===== config.mk =====
export PLATFORM = sky130hd
export DESIGN_NAME = drive_control_status_words
export DESIGN_NICKNAME = d
export VERILOG_FILES = /design/src/core/drive_words_pkg.sv /design/src/core/edge_detect.sv /design/src/core/drive_control_status_words.sv
export SDC_FILE = /design/constraint.sdc
export NUM_CORES = 1
export LEC_CHECK = 0
export ABC_AREA = 1
export CORE_MARGIN = 4
export CORE_UTILIZATION = 23
export CTS_CLUSTER_SIZE = 30
export DETAILED_ROUTE_END_ITERATION = 8
export DONT_BUFFER_PORTS = 1
export HOLD_SLACK_MARGIN = 0.12
export PLACE_DENSITY = 0.48
export SETUP_SLACK_MARGIN = 0.15
export SYNTH_ARGS = -nofsm -noshare
export SYNTH_HDL_FRONTEND = slang
export SYNTH_HIERARCHICAL = 1
export SYNTH_SLANG_ARGS = --single-unit

===== constraint.sdc =====
create_clock -name clk -period 1.8 [get_ports clk]
set_input_delay 0.36 -clock clk [delete_from_list [all_inputs] [get_ports clk]]
set_output_delay 0.36 -clock clk [all_outputs]
set_load 0.005 [all_outputs]

===== src/core/drive_words_pkg.sv =====
// constants for the drive command and state words
package drive_words_pkg;
  localparam int unsigned word_w = 16;
  localparam logic [15:0] state_param_num = 16'h03c8;
  localparam logic [15:0] state_word_reset = 16'h0000;
  localparam logic [15:0] cmd_word_reset = 16'h0000;
  localparam int unsigned bit_fault_ack = 7;
  localparam int unsigned bit_jog_pos = 8;
  localparam int unsigned bit_jog_neg = 9;
  localparam int unsigned bit_plc_ctrl = 10;
  localparam int unsigned bit_homing = 11;
  localparam int unsigned bit_relative = 12;
  localparam int unsigned bit_change_now = 13;
  localparam int unsigned st_fault = 3;
  localparam int unsigned st_no_coast = 4;
  localparam int unsigned st_no_quick = 5;
  localparam int unsigned st_warning = 7;
  localparam int unsigned st_in_tol = 8;
  localparam int unsigned st_ctrl_req = 9;
  localparam int unsigned st_target = 10;
  localparam int unsigned st_home_set = 11;
  localparam int unsigned st_task_ack = 12;
  localparam int unsigned st_stopped = 13;
  localparam int unsigned num_faults = 8;
  typedef enum logic [1:0] {pos_idle, pos_run, pos_run_queued} pos_state_t;
endpackage


===== src/core/edge_detect.sv =====
// rising and falling edge detector for one command bit
`timescale 1ns/10ps
`default_nettype none
module edge_detect (
  input wire logic clk,
  input wire logic rst,
  input wire logic level,
  output logic rise,
  output logic fall
);
  logic last_reg;
  logic last_next;

  always_comb begin
    last_next = level;
  end

  always_ff @(posedge clk) begin
    if (rst) begin
      last_reg <= 1'b0;
    end else begin
      last_reg <= last_next;
    end
  end

  assign rise = level & ~last_reg;
  assign fall = ~level & last_reg;
endmodule
`default_nettype wire


===== src/core/drive_control_status_words.sv =====
// command word decode and state word assembly for the servo drive
// Notes on behaviour
// fault acknowledge clears only faults whose cause cleared
// positive jog starts on rise, decelerates on fall
// negative jog starts on rise, decelerates on fall
// plc control bit low ignores the command word
// homing starts on rise, fall cancels without error
// homing uses stored options, not command bits
// change bit zero queues the new positioning
// change bit one aborts and starts at once
// 16-bit state word, parameter 968, resets zero
// bits 0,1,2,6 carry one state code jointly
// bit 4 set while no coast stop
// bit 5 set while no quick stop
// bit 8 following or speed error in tolerance
// bit 10 target reached or speed threshold
// relative bit sampled at each positioning start
// fault, warning, home, ack, stopped placed; 14-15 zero
// bit 9 mirrors command bit 10
// task ack clear when new job accepted; code sets it while a job is queued or homing is active
// stopped when speed zero and idle or halted
`timescale 1ns/10ps
`default_nettype none
module drive_control_status_words #(
  parameter int unsigned faults = drive_words_pkg::num_faults
) (
  input wire logic clk,
  input wire logic rst,
  // command word from the cyclic controller, same clock domain
  input wire logic [15:0] cmd_word,
  input wire logic cmd_write,
  output logic [15:0] cmd_word_rd,
  output logic [15:0] state_word,
  output logic [15:0] state_param_num,
  // drive side status inputs
  input wire logic [3:0] drive_state_code,
  input wire logic coast_stop_cmd,
  input wire logic quick_stop_cmd,
  input wire logic [faults-1:0] fault_event,
  input wire logic [faults-1:0] fault_cause,
  input wire logic warning,
  input wire logic position_mode,
  input wire logic following_in_tol,
  input wire logic speed_in_tol,
  input wire logic target_reached,
  input wire logic speed_over_thresh,
  input wire logic home_valid,
  input wire logic speed_zero,
  input wire logic halt_active,
  input wire logic pos_start,
  input wire logic pos_done,
  input wire logic homing_done,
  input wire logic [1:0] stored_homing_opts,
  // motion requests toward the motion controller
  output logic [faults-1:0] fault_pending,
  output logic jog_set_positive,
  output logic jog_set_negative,
  output logic jog_decel,
  output logic homing_active,
  output logic homing_start,
  output logic homing_cancel,
  output logic [1:0] homing_opts,
  output logic pos_launch,
  output logic pos_abort,
  output logic pos_relative,
  output logic pos_queued
);
  // ******************************
  // command register and edges
  // ******************************
  logic [15:0] cmd_reg, cmd_next;
  logic plc_en;
  logic ack_rise, jp_rise, jp_fall, jn_rise, jn_fall, hm_rise, hm_fall;

  always_comb begin
    cmd_next = cmd_write ? cmd_word : cmd_reg;
  end
  always_ff @(posedge clk) begin
    if (rst) begin
      cmd_reg <= drive_words_pkg::cmd_word_reset;
    end else begin
      cmd_reg <= cmd_next;
    end
  end
  assign cmd_word_rd = cmd_reg;
  assign state_param_num = drive_words_pkg::state_param_num;
  // gating the bits, not the edges, makes a bit already held fire a rise once control is given
  assign plc_en = cmd_reg[drive_words_pkg::bit_plc_ctrl];

  edge_detect u_ack (.clk(clk), .rst(rst),
    .level(plc_en & cmd_reg[drive_words_pkg::bit_fault_ack]),
    .rise(ack_rise), .fall());
  edge_detect u_jp (.clk(clk), .rst(rst),
    .level(plc_en & cmd_reg[drive_words_pkg::bit_jog_pos]),
    .rise(jp_rise), .fall(jp_fall));
  edge_detect u_jn (.clk(clk), .rst(rst),
    .level(plc_en & cmd_reg[drive_words_pkg::bit_jog_neg]),
    .rise(jn_rise), .fall(jn_fall));
  edge_detect u_hm (.clk(clk), .rst(rst),
    .level(plc_en & cmd_reg[drive_words_pkg::bit_homing]),
    .rise(hm_rise), .fall(hm_fall));

  // ******************************
  // faults
  // ******************************
  logic [faults-1:0] fault_reg, fault_next;
  always_comb begin
    fault_next = fault_reg;
    if (ack_rise) begin
      fault_next = fault_reg & fault_cause;
    end
    fault_next = fault_next | fault_event;
  end
  always_ff @(posedge clk) begin
    if (rst) begin
      fault_reg <= '0;
    end else begin
      fault_reg <= fault_next;
    end
  end
  assign fault_pending = fault_reg;

  // ******************************
  // jog and homing
  // ******************************
  logic jp_reg, jp_next, jn_reg, jn_next, hm_reg, hm_next, dec_reg, dec_next;
  always_comb begin
    jp_next = jp_reg;
    jn_next = jn_reg;
    dec_next = 1'b0;
    hm_next = hm_reg;
    if (jp_rise) jp_next = 1'b1;
    if (jp_fall) begin
      jp_next = 1'b0;
      dec_next = jp_reg;
    end
    if (jn_rise) jn_next = 1'b1;
    if (jn_fall) begin
      jn_next = 1'b0;
      dec_next = dec_next | jn_reg;
    end
    if (hm_rise) hm_next = 1'b1;
    else if (hm_fall || homing_done) hm_next = 1'b0;
  end
  always_ff @(posedge clk) begin
    if (rst) begin
      jp_reg <= 1'b0;
      jn_reg <= 1'b0;
      dec_reg <= 1'b0;
      hm_reg <= 1'b0;
    end else begin
      jp_reg <= jp_next;
      jn_reg <= jn_next;
      dec_reg <= dec_next;
      hm_reg <= hm_next;
    end
  end
  assign jog_set_positive = jp_reg;
  assign jog_set_negative = jn_reg;
  assign jog_decel = dec_reg;
  assign homing_active = hm_reg;
  assign homing_start = hm_rise;
  assign homing_cancel = hm_fall & hm_reg;
  assign homing_opts = stored_homing_opts;

  // ******************************
  // positioning sequencer
  // ******************************
  drive_words_pkg::pos_state_t pst_reg, pst_next;
  logic rel_reg, rel_next, launch_reg, launch_next, abort_reg, abort_next;
  logic start_ok, chg;
  assign start_ok = position_mode & plc_en & pos_start & ~hm_reg;
  assign chg = cmd_reg[drive_words_pkg::bit_change_now];
  always_comb begin
    pst_next = pst_reg;
    rel_next = rel_reg;
    launch_next = 1'b0;
    abort_next = 1'b0;
    case (pst_reg)
      drive_words_pkg::pos_idle: begin
        if (start_ok) begin
          pst_next = drive_words_pkg::pos_run;
          launch_next = 1'b1;
          rel_next = cmd_reg[drive_words_pkg::bit_relative];
        end
      end
      drive_words_pkg::pos_run: begin
        if (start_ok && chg) begin
          abort_next = 1'b1;
          launch_next = 1'b1;
          rel_next = cmd_reg[drive_words_pkg::bit_relative];
        end else if (start_ok) begin
          pst_next = drive_words_pkg::pos_run_queued;
          rel_next = cmd_reg[drive_words_pkg::bit_relative];
        end else if (pos_done) begin
          pst_next = drive_words_pkg::pos_idle;
        end
      end
      drive_words_pkg::pos_run_queued: begin
        if (start_ok && chg) begin
          pst_next = drive_words_pkg::pos_run;
          abort_next = 1'b1;
          launch_next = 1'b1;
          rel_next = cmd_reg[drive_words_pkg::bit_relative];
        end else if (pos_done) begin
          pst_next = drive_words_pkg::pos_run;
          launch_next = 1'b1;
        end
      end
      default: pst_next = drive_words_pkg::pos_idle;
    endcase
    if (!position_mode) begin
      pst_next = drive_words_pkg::pos_idle;
    end
  end
  always_ff @(posedge clk) begin
    if (rst) begin
      pst_reg <= drive_words_pkg::pos_idle;
      rel_reg <= 1'b0;
      launch_reg <= 1'b0;
      abort_reg <= 1'b0;
    end else begin
      pst_reg <= pst_next;
      rel_reg <= rel_next;
      launch_reg <= launch_next;
      abort_reg <= abort_next;
    end
  end
  assign pos_launch = launch_reg;
  assign pos_abort = abort_reg;
  assign pos_relative = rel_reg;
  assign pos_queued = (pst_reg == drive_words_pkg::pos_run_queued);

  // ******************************
  // state word
  // ******************************
  logic [15:0] st_reg, st_next;
  logic pos_busy;
  // busy in both run states: a running job counts as busy as well as a queued one
  assign pos_busy = (pst_reg != drive_words_pkg::pos_idle);
  always_comb begin
    st_next = '0;
    st_next[2:0] = drive_state_code[2:0];
    st_next[6] = drive_state_code[3];
    st_next[drive_words_pkg::st_fault] = |fault_reg;
    st_next[drive_words_pkg::st_no_coast] = ~coast_stop_cmd;
    st_next[drive_words_pkg::st_no_quick] = ~quick_stop_cmd;
    st_next[drive_words_pkg::st_warning] = warning;
    st_next[drive_words_pkg::st_in_tol] =
      position_mode ? following_in_tol : speed_in_tol;
    st_next[drive_words_pkg::st_ctrl_req] = plc_en;
    st_next[drive_words_pkg::st_target] =
      position_mode ? target_reached : speed_over_thresh;
    st_next[drive_words_pkg::st_home_set] = home_valid;
    st_next[drive_words_pkg::st_task_ack] =
      (pst_reg == drive_words_pkg::pos_run_queued) | hm_reg;
    st_next[drive_words_pkg::st_stopped] =
      speed_zero & (~pos_busy | halt_active);
  end
  always_ff @(posedge clk) begin
    if (rst) begin
      st_reg <= drive_words_pkg::state_word_reset;
    end else begin
      st_reg <= st_next;
    end
  end
  assign state_word = st_reg;

  // ******************************
  // checks
  // ******************************
  ctrl_mirror_a: assert property (@(posedge clk) disable iff (rst)
    ##1 st_reg[9] == $past(cmd_reg[10]))
    else $error("control requested does not mirror command bit");
  coast_bit_a: assert property (@(posedge clk) disable iff (rst)
    coast_stop_cmd |=> !st_reg[4]) else $error("coast bit wrong");
  quick_bit_a: assert property (@(posedge clk) disable iff (rst)
    !quick_stop_cmd |=> st_reg[5]) else $error("quick bit wrong");
  reserved_zero_a: assert property (@(posedge clk) disable iff (rst)
    st_reg[15:14] == 2'b00) else $error("reserved bits set");
  ack_keep_a: assert property (@(posedge clk) disable iff (rst)
    (fault_reg & fault_cause) != '0 |=>
    (fault_reg & $past(fault_reg & fault_cause)) ==
    $past(fault_reg & fault_cause))
    else $error("live fault cleared");
  ignore_cmd_a: assert property (@(posedge clk) disable iff (rst)
    !plc_en && !jp_reg |=> !jp_reg) else $error("jog without control");
  jog_start_a: assert property (@(posedge clk) disable iff (rst)
    jp_rise |=> jog_set_positive) else $error("jog did not start");
  jog_neg_a: assert property (@(posedge clk) disable iff (rst)
    jn_fall && jn_reg |=> jog_decel && !jog_set_negative)
    else $error("negative jog did not decelerate");
  home_cancel_a: assert property (@(posedge clk) disable iff (rst)
    homing_cancel |=> !homing_active) else $error("homing not cancelled");
  queue_pos_a: assert property (@(posedge clk) disable iff (rst)
    pst_reg == drive_words_pkg::pos_run && start_ok && !chg
    |=> pos_queued && !pos_abort) else $error("job not queued");
  abort_pos_a: assert property (@(posedge clk) disable iff (rst)
    pst_reg != drive_words_pkg::pos_idle && start_ok && chg
    |=> pos_abort && pos_launch) else $error("job not replaced");
  stop_flag_a: assert property (@(posedge clk) disable iff (rst)
    speed_zero && !pos_busy |=> st_reg[13]) else $error("stopped missing");
  jog_cov: cover property (@(posedge clk) jp_rise ##[1:20] jp_fall);
  queue_cov: cover property (@(posedge clk) pos_queued ##[1:50] pos_launch);
  abort_cov: cover property (@(posedge clk) pos_abort);
endmodule
`default_nettype wire


### After elaboration in Yosys (flattened, before gate mapping)

Index checks and enable logic that the tools add are counted.

* register bits after elaboration: 53
* input port bits: 55

* equality and inequality tests: 7
* multiplexer cells: 23
* bitwise gates (word level): 34
* reduce and logical (&&, ||, !) cells: 14

Operators by type and width (number)
* $and 1x1->1: 16
* $mux 1: 13
* $not 1->1: 13
* $mux 2: 6
* $reduce_or 2->1: 5
* $and 8x8->8: 1
* $mux 8: 1
* $or 8x8->8: 1
* $reduce_or 8->1: 1
* $pmux 1 s3: 2
* $pmux 2 s3: 1
* $ne 2x2->1 const B: 2
* $reduce_and 4->1: 1
* $reduce_bool 2->1: 2
* $ne 3x2->1 const B: 1
* $ne 3x3->1 const B: 1
* $or 1x1->1: 3
* $reduce_bool 3->1: 1
* $eq 2x1->1 const B: 1
* $eq 2x2->1 const B: 1
* $logic_not 2->1: 1
* $ne 2x1->1 const B: 1
* $reduce_and 2->1: 1
* $logic_and 1x1->1: 1
* $logic_or 1x1->1: 1

### Depth between registers and ports, before layout

Gate-level depths: netlist of run 1.

* depth after elaboration: 6
* gate-level depth with buffers: 10
* mapped depth without buffers: 10

### Modules after synthesis

Netlist of run 1, hierarchy kept.

By module, submodules not included
* drive_control_status_words: times used 1, cells each 251, area an instance 1941.9 µm²
* edge_detect: times used 4, cells each 6, area an instance 38.8 µm²

### Worst setup path after synthesis of run 1

Ideal clock, no wire load.

* path type: reg2reg
* from: reg pst_reg[0]
* to: reg pst_reg[0]
* setup time: 0.113 ns
* arrival time: 1.158 ns
* slack: 0.530 ns
* stages on the path, launching flop included: 11
* period minus slack after synthesis: 1.270 ns
* cell sequence: dfxtp_1 -> inv_1 -> ha_1 -> inv_1 -> nor2_1 -> nand2_2 -> nand2_2 -> nor2_4 -> nand2_1 -> nand2_1 -> nor2_1

* word-level cells in the longest chain between the ends: 3
* elaborated cells between the ends (all ways): 9

RTL lines
* start: declaration: line drive_control_status_words.sv:169 `drive_words_pkg::pos_state_t pst_reg, pst_next;`
* start signal: assignment: line drive_control_status_words.sv:218 `pst_reg <= drive_words_pkg::pos_idle;`
* start signal: assignment: line drive_control_status_words.sv:223 `pst_reg <= pst_next;`
* $eq 2x2->1 *
* named net pos_queued: line drive_control_status_words.sv:66 `output logic pos_queued`
* $ne 3x2->1 (no source line)
* $reduce_and 4->1 (no source line)

Mark *: on every way through the listed nets, which the timed path passes. The rest lies on a longest branch.
A chain may end at the register's enable or synchronous reset.

### Worst setup path after layout of run 1

* from: reg cmd_reg[11] (netlist: cmd_word_rd[11])
* to: out homing_start

* word-level cells in the longest chain between the ends: 2

RTL lines
* start: declaration: line drive_control_status_words.sv:71 `logic [15:0] cmd_reg, cmd_next;`
* start signal: assignment: line drive_control_status_words.sv:80 `cmd_reg <= drive_words_pkg::cmd_word_reset;`
* start signal: assignment: line drive_control_status_words.sv:82 `cmd_reg <= cmd_next;`
* $and 1x1->1: line drive_control_status_words.sv:100 `.level(plc_en & cmd_reg[drive_words_pkg::bit_homing]),`
* $and 1x1->1: line edge_detect.sv:26 `assign rise = level & ~last_reg;`
* end: declaration: line drive_control_status_words.sv:60 `output logic homing_start,`

No other way between the ends.

==> flow_summary.json, run 1 <==
{
  "peakVddDrop_v": 0.000292,
  "rsz0062_at_grt": "no",
  "status": "complete, no violations",
  "avgRoutedWirePerCell_um": 13.9,
  "power_density_nw_per_um2": 920,
  "fin_crit_sh_pct": 80.9,
  "required_ns": 1.44,
  "skew_ns": 0.00828,
  "setup-tns-final_ns": 0,
  "insertedDiodeCount": 0,
  "nFillCells": 970,
  "grt_pass1_vias": 1551,
  "worstPathArrival_ns": 1.10,
  "hold_viol": 0,
  "drive_above_1_share_pct": 7.27,
  "design_area_um2": 2240,
  "clock_sinks": 51,
  "relSlewSlack_pct": 33.9,
  "gr-usage-all-layers_pct": 9.78,
  "stdcell_count": 383,
  "syn_avg_cell_area_um2": 7.65,
  "wl_um": 5330,
  "routed_via_density": 4.25,
  "path_class": "reg -> out",
  "worst-path-max-fanout": 3,
  "drtPass1Iterations": 4,
  "gr-total-overflow": 0,
  "htreeDepth": 2,
  "antenna_found_initial": 0,
  "slew_viol_final": 0,
  "clk_pin_slew_ns": 0.10,
  "drcViolationCount": 0,
  "rows": 34,
  "worst_pin_slew_ns": 0.991,
  "ys.warnings.count": 6,
  "p_leak_nw": 1.03,
  "synth_cells": 273,
  "vias": 1626,
  "cp-start-kind": "flip-flop",
  "dp_cells": 371,
  "cts-root-buf": "clkbuf_8",
  "syn2layout_area_growth_pct": 7.25,
  "start_util_pct": 23.8,
  "place_area_um2": 2110,
  "core-area_um2": 8760,
  "antenna_left": 0,
  "drtIter0Drc": 35,
  "clk_latency_ns": 0.30,
  "preCtsSetupSlack_ns": 0.360,
  "timing.fmax_ghz": 0.687,
  "grt_pass1_wl_um": 7850,
  "die-width_um": 103,
  "grt_max_degree": 28,
  "cts_tree": "built",
  "place_hpwl_um": 4030,
  "dieHeight_um": 103,
  "numCtsBuffers": 5,
  "critPathCaptureType": "output pin",
  "min_path_type": "in -> reg",
  "min_period_ns": 1.46,
  "die_area_um2": 10700,
  "postCtsSetupBuffers": 0,
  "ios": 123,
  "cts_buffer_depth": 2,
  "seq_area_um2": 1020,
  "largest_reg_flops": 16,
  "whs_ns": 0.146,
  "multiInputGateArea_um2": 803,
  "cap_viol_max_count": 0,
  "synth_area_um2": 2090,
  "fin_nets": 334,
  "numPortBuffers": 0,
  "gp_congestion": 0.757,
  "final-setup-viol-count": 0,
  "setup_ws_ns": 0.345
}
path summary, 6_finish.rpt:
kind	depth (start not counted)	endpoint	slack [ns]	startpoint
max	4	homing_start	0.34	cmd_word_rd[11]
min	1	pos_abort	0.15	rst
max reg2reg	10	pst_reg[1]	0.36	pst_reg[0]
min reg2reg	2	jog_decel	0.50	jog_set_negative
cell type report:
type | count | share of cell area (%)
tap | 108 | 6.03
clock buffer | 6 | 3.24
timing repair buffer | 5 | 2.23
inverter | 39 | 6.53
clock inverter | 2 | 0.558
multi-input combinational | 172 | 35.8
sequential | 51 | 45.6
through the flow:
stage	util [%]	total power, W
CTS	25.4	0.00212
global placement	24.1	0.00142
detailed placement	24.1	0.00143
floorplan	-	0.00142
global route	25.6	0.00221
finish	25.6	0.00206
power breakdown:
group / internal, W / total (W) / leakage [nW] / switching [W]
clock network: 0.000273 / 0.000647 / 0.0412 / 0.000374
logic: 0.0000615 / 0.000169 / 0.568 / 0.000107
registers: 0.00119 / 0.00125 / 0.422 / 0.0000546
total: 0.00153 / 0.00206 / 1.03 / 0.000536
per-layer routing:
layer	vias up	track usage, %	wire length, um
li1	798	-	-
met1	749	11.0	2050
met2	72	16.9	2680
met3	7	4.16	545
met4	0	2.69	53
met5	-	0	0
cell usage in the layout (no fill, tap or decap), types with 2 or more instances in the layout:
cell	instances
nor2_1	69
dfxtp_1	51
inv_1	37
o21ai_0	29
conb_1	18
nand2_1	15
a21oi_1	14
nor3_1	5
nand2_2	5
ha_1	5
clkbuf_8	5
nor2_2	3
dlygate4sd3_1	3
nand3_2	2
nand3_1	2
nor4_1	2
repair_timing:
| action | CTS | global route |
|---|---|---|
| hold endpoints to repair | 27 | 2 |
| endpoints found under the setup margin | 0 | 6 |
| hold buffers | 3 | 1 |
| resized for setup | 0 | 2 |
critical path, stage by stage (launching register included):
cell,delay (ns)
dfxtp_1,0.42
nand2_1,0.08
inv_1,0.07
inv_1,0.06
nor2_2,0.16
Power figures use the tool's default switching activity.
==> run 2: changes to the inputs <==
--- a/config.mk
+++ b/config.mk
@@ -12,7 +12,7 @@
 export DETAILED_ROUTE_END_ITERATION = 8
 export DONT_BUFFER_PORTS = 1
 export HOLD_SLACK_MARGIN = 0.12
-export PLACE_DENSITY = 0.48
+export PLACE_DENSITY = 0.49
 export SETUP_SLACK_MARGIN = 0.15
 export SYNTH_ARGS = -nofsm -noshare
 export SYNTH_HDL_FRONTEND = slang
==> constraint.sdc (replaced) <==
create_clock -name clk -period 1.21 [get_ports clk]
set_input_delay 0.242 -clock clk [delete_from_list [all_inputs] [get_ports clk]]
set_output_delay 0.242 -clock clk [all_outputs]
set_load 0.005 [all_outputs]
==> run 2 against run 1 <==
  * Critical path type unchanged
  * Critical path depth fell by 1
  * Clock-buffer cell count rose by 1
  * Flip-flop and latch count did not move
  * First-iteration DRC count fell by 17%
  * Core utilization rose by 9.1 points
  * Final cell count rose by 15%
  * Non-clock buffer count rose by 58
  * Via count rose by 12%
  * The run now ends with negative setup slack left
  * Routed wire length rose by 15%
  * Highest routed layer unchanged
==> flow_summary.json, run 2 (same netlist as run 1, synthesis figures left out) <==
{
  "fin_crit_sh_pct": 103,
  "drtIter0Drc": 29,
  "cts_tree": "built",
  "dieHeight_um": 103,
  "numCtsBuffers": 5,
  "p_leak_nw": 1.34,
  "total_power_w": 0.00342,
  "grt_max_degree": 33,
  "insertedDiodeCount": 0,
  "drive_above_1_share_pct": 24.1,
  "drtPass1Iterations": 3,
  "gr-total-overflow": 0,
  "syn2layout_area_growth_pct": 45.6,
  "gr-usage-all-layers_pct": 10.7,
  "rows": 34,
  "vias": 1813,
  "gp_congestion": 0.787,
  "clk_latency_ns": 0.30,
  "whs_ns": 0.128,
  "grt_pass1_vias": 1719,
  "cts_buffer_depth": 2,
  "clock_sinks": 51,
  "min_path_type": "in -> reg",
  "rsz0062_at_grt": "yes",
  "status": "finished with violations",
  "grt_pass1_wl_um": 8650,
  "ios": 123,
  "r2r_setup_slack_ns": 0,
  "min_period_ns": 1.25,
  "die_area_um2": 10700,
  "timing.fmax_ghz": 0.800,
  "power_density_nw_per_um2": 1120,
  "hold_viol": 0,
  "largest_reg_flops": 16,
  "cp-start-kind": "flip-flop",
  "setup-tns-final_ns": -0.0693,
  "worst-path-max-fanout": 4,
  "numPortBuffers": 0,
  "slew_viol_final": 0,
  "routed_via_density": 4.12,
  "peakVddDrop_v": 0.000447,
  "avgRoutedWirePerCell_um": 14.0,
  "final-setup-viol-count": 3,
  "path_class": "reg -> out",
  "core-area_um2": 8760,
  "skew_ns": 0.00526,
  "start_util_pct": 23.8,
  "setup_ws_ns": -0.0400,
  "drcViolationCount": 0,
  "cts-root-buf": "clkbuf_8",
  "die-width_um": 103,
  "place_hpwl_um": 4120,
  "clk_pin_slew_ns": 0.09,
  "wl_um": 6140,
  "violations": "negative setup slack",
  "cap_viol_max_count": 0,
  "antenna_left": 0,
  "worstPathArrival_ns": 1.01,
  "fin_nets": 392,
  "antenna_found_initial": 0,
  "final_cell_mix": "nor2_1 (63), dlygate4sd3_1 (45), dfxtp_1 (43)",
  "mostFrequentLayoutCell": "nor2_1",
  "critPathCaptureType": "output pin",
  "htreeDepth": 2,
  "required_ns": 0.97
}
run 2: routing by layer:
layer / share of wire, % / global-route usage, % / up-vias
met1: 37 / 11.1 / 822
met2: 53 / 19.4 / 65
li1: - / - / 918
met3: 8.4 / 4.23 / 8
met4: 1.6 / 3.78 / 0
met5: 0 / 0 / -
run 2: worst paths after layout:
| path | from | end | depth (start not counted) |
|---|---|---|---|
| hold / removal | fault_cause[0] | fault_pending[0] | 2 |
| setup / recovery | pst_reg[0] | pos_queued | 3 |
| setup reg to reg | pst_reg[0] | pst_reg[0] | 8 |
| hold reg to reg | jog_set_negative | jog_decel | 2 |
run 2: power by group:
group          switching (W)  total (W)  internal (W)
combinational       0.000227   0.000471      0.000244
sequential         0.0000858    0.00185       0.00177
clock               0.000567    0.00109      0.000525
run 2: final cells by class:
class / count / area, um2
Clock buffer: 7 / 97.6
Fill cell: 918 / 5720
Inverter: 39 / 164
Multi-Input combinational cell: 172 / 977
Sequential cell: 51 / 1050
Tap cell: 108 / 135
Timing Repair Buffer: 63 / 622
run 2: stage by stage:
stage	instances	utilization, %	instance area (um2)	setup slack (ns)
2_1_floorplan	289	-	2180	0.0826
3_3_place_gp	380	25.3	2210	0.00267
3_5_place_dp	380	25.3	2210	-0.00340
4_1_cts	423	31.8	2780	-0.0565
5_1_grt	440	34.7	3040	-0.0967
6_report	440	34.7	3040	-0.0400
run 2: critical path, stage by stage, from the launching register on:
cell and delay, ns:
dfxtp_4 0.37, inv_4 0.05, ha_4 0.17, buf_6 0.12
run 2: repair_timing:
| action | 4_1_cts | 5_1_grt |
|---|---|---|
| pin swaps | 18 | 13 |
| endpoints found under the hold margin | 50 | 24 |
| setup endpoints to repair | 22 | 39 |
| hold buffers | 31 | 16 |
| setup buffers | 5 | 1 |
| gates resized for setup | 51 | 24 |
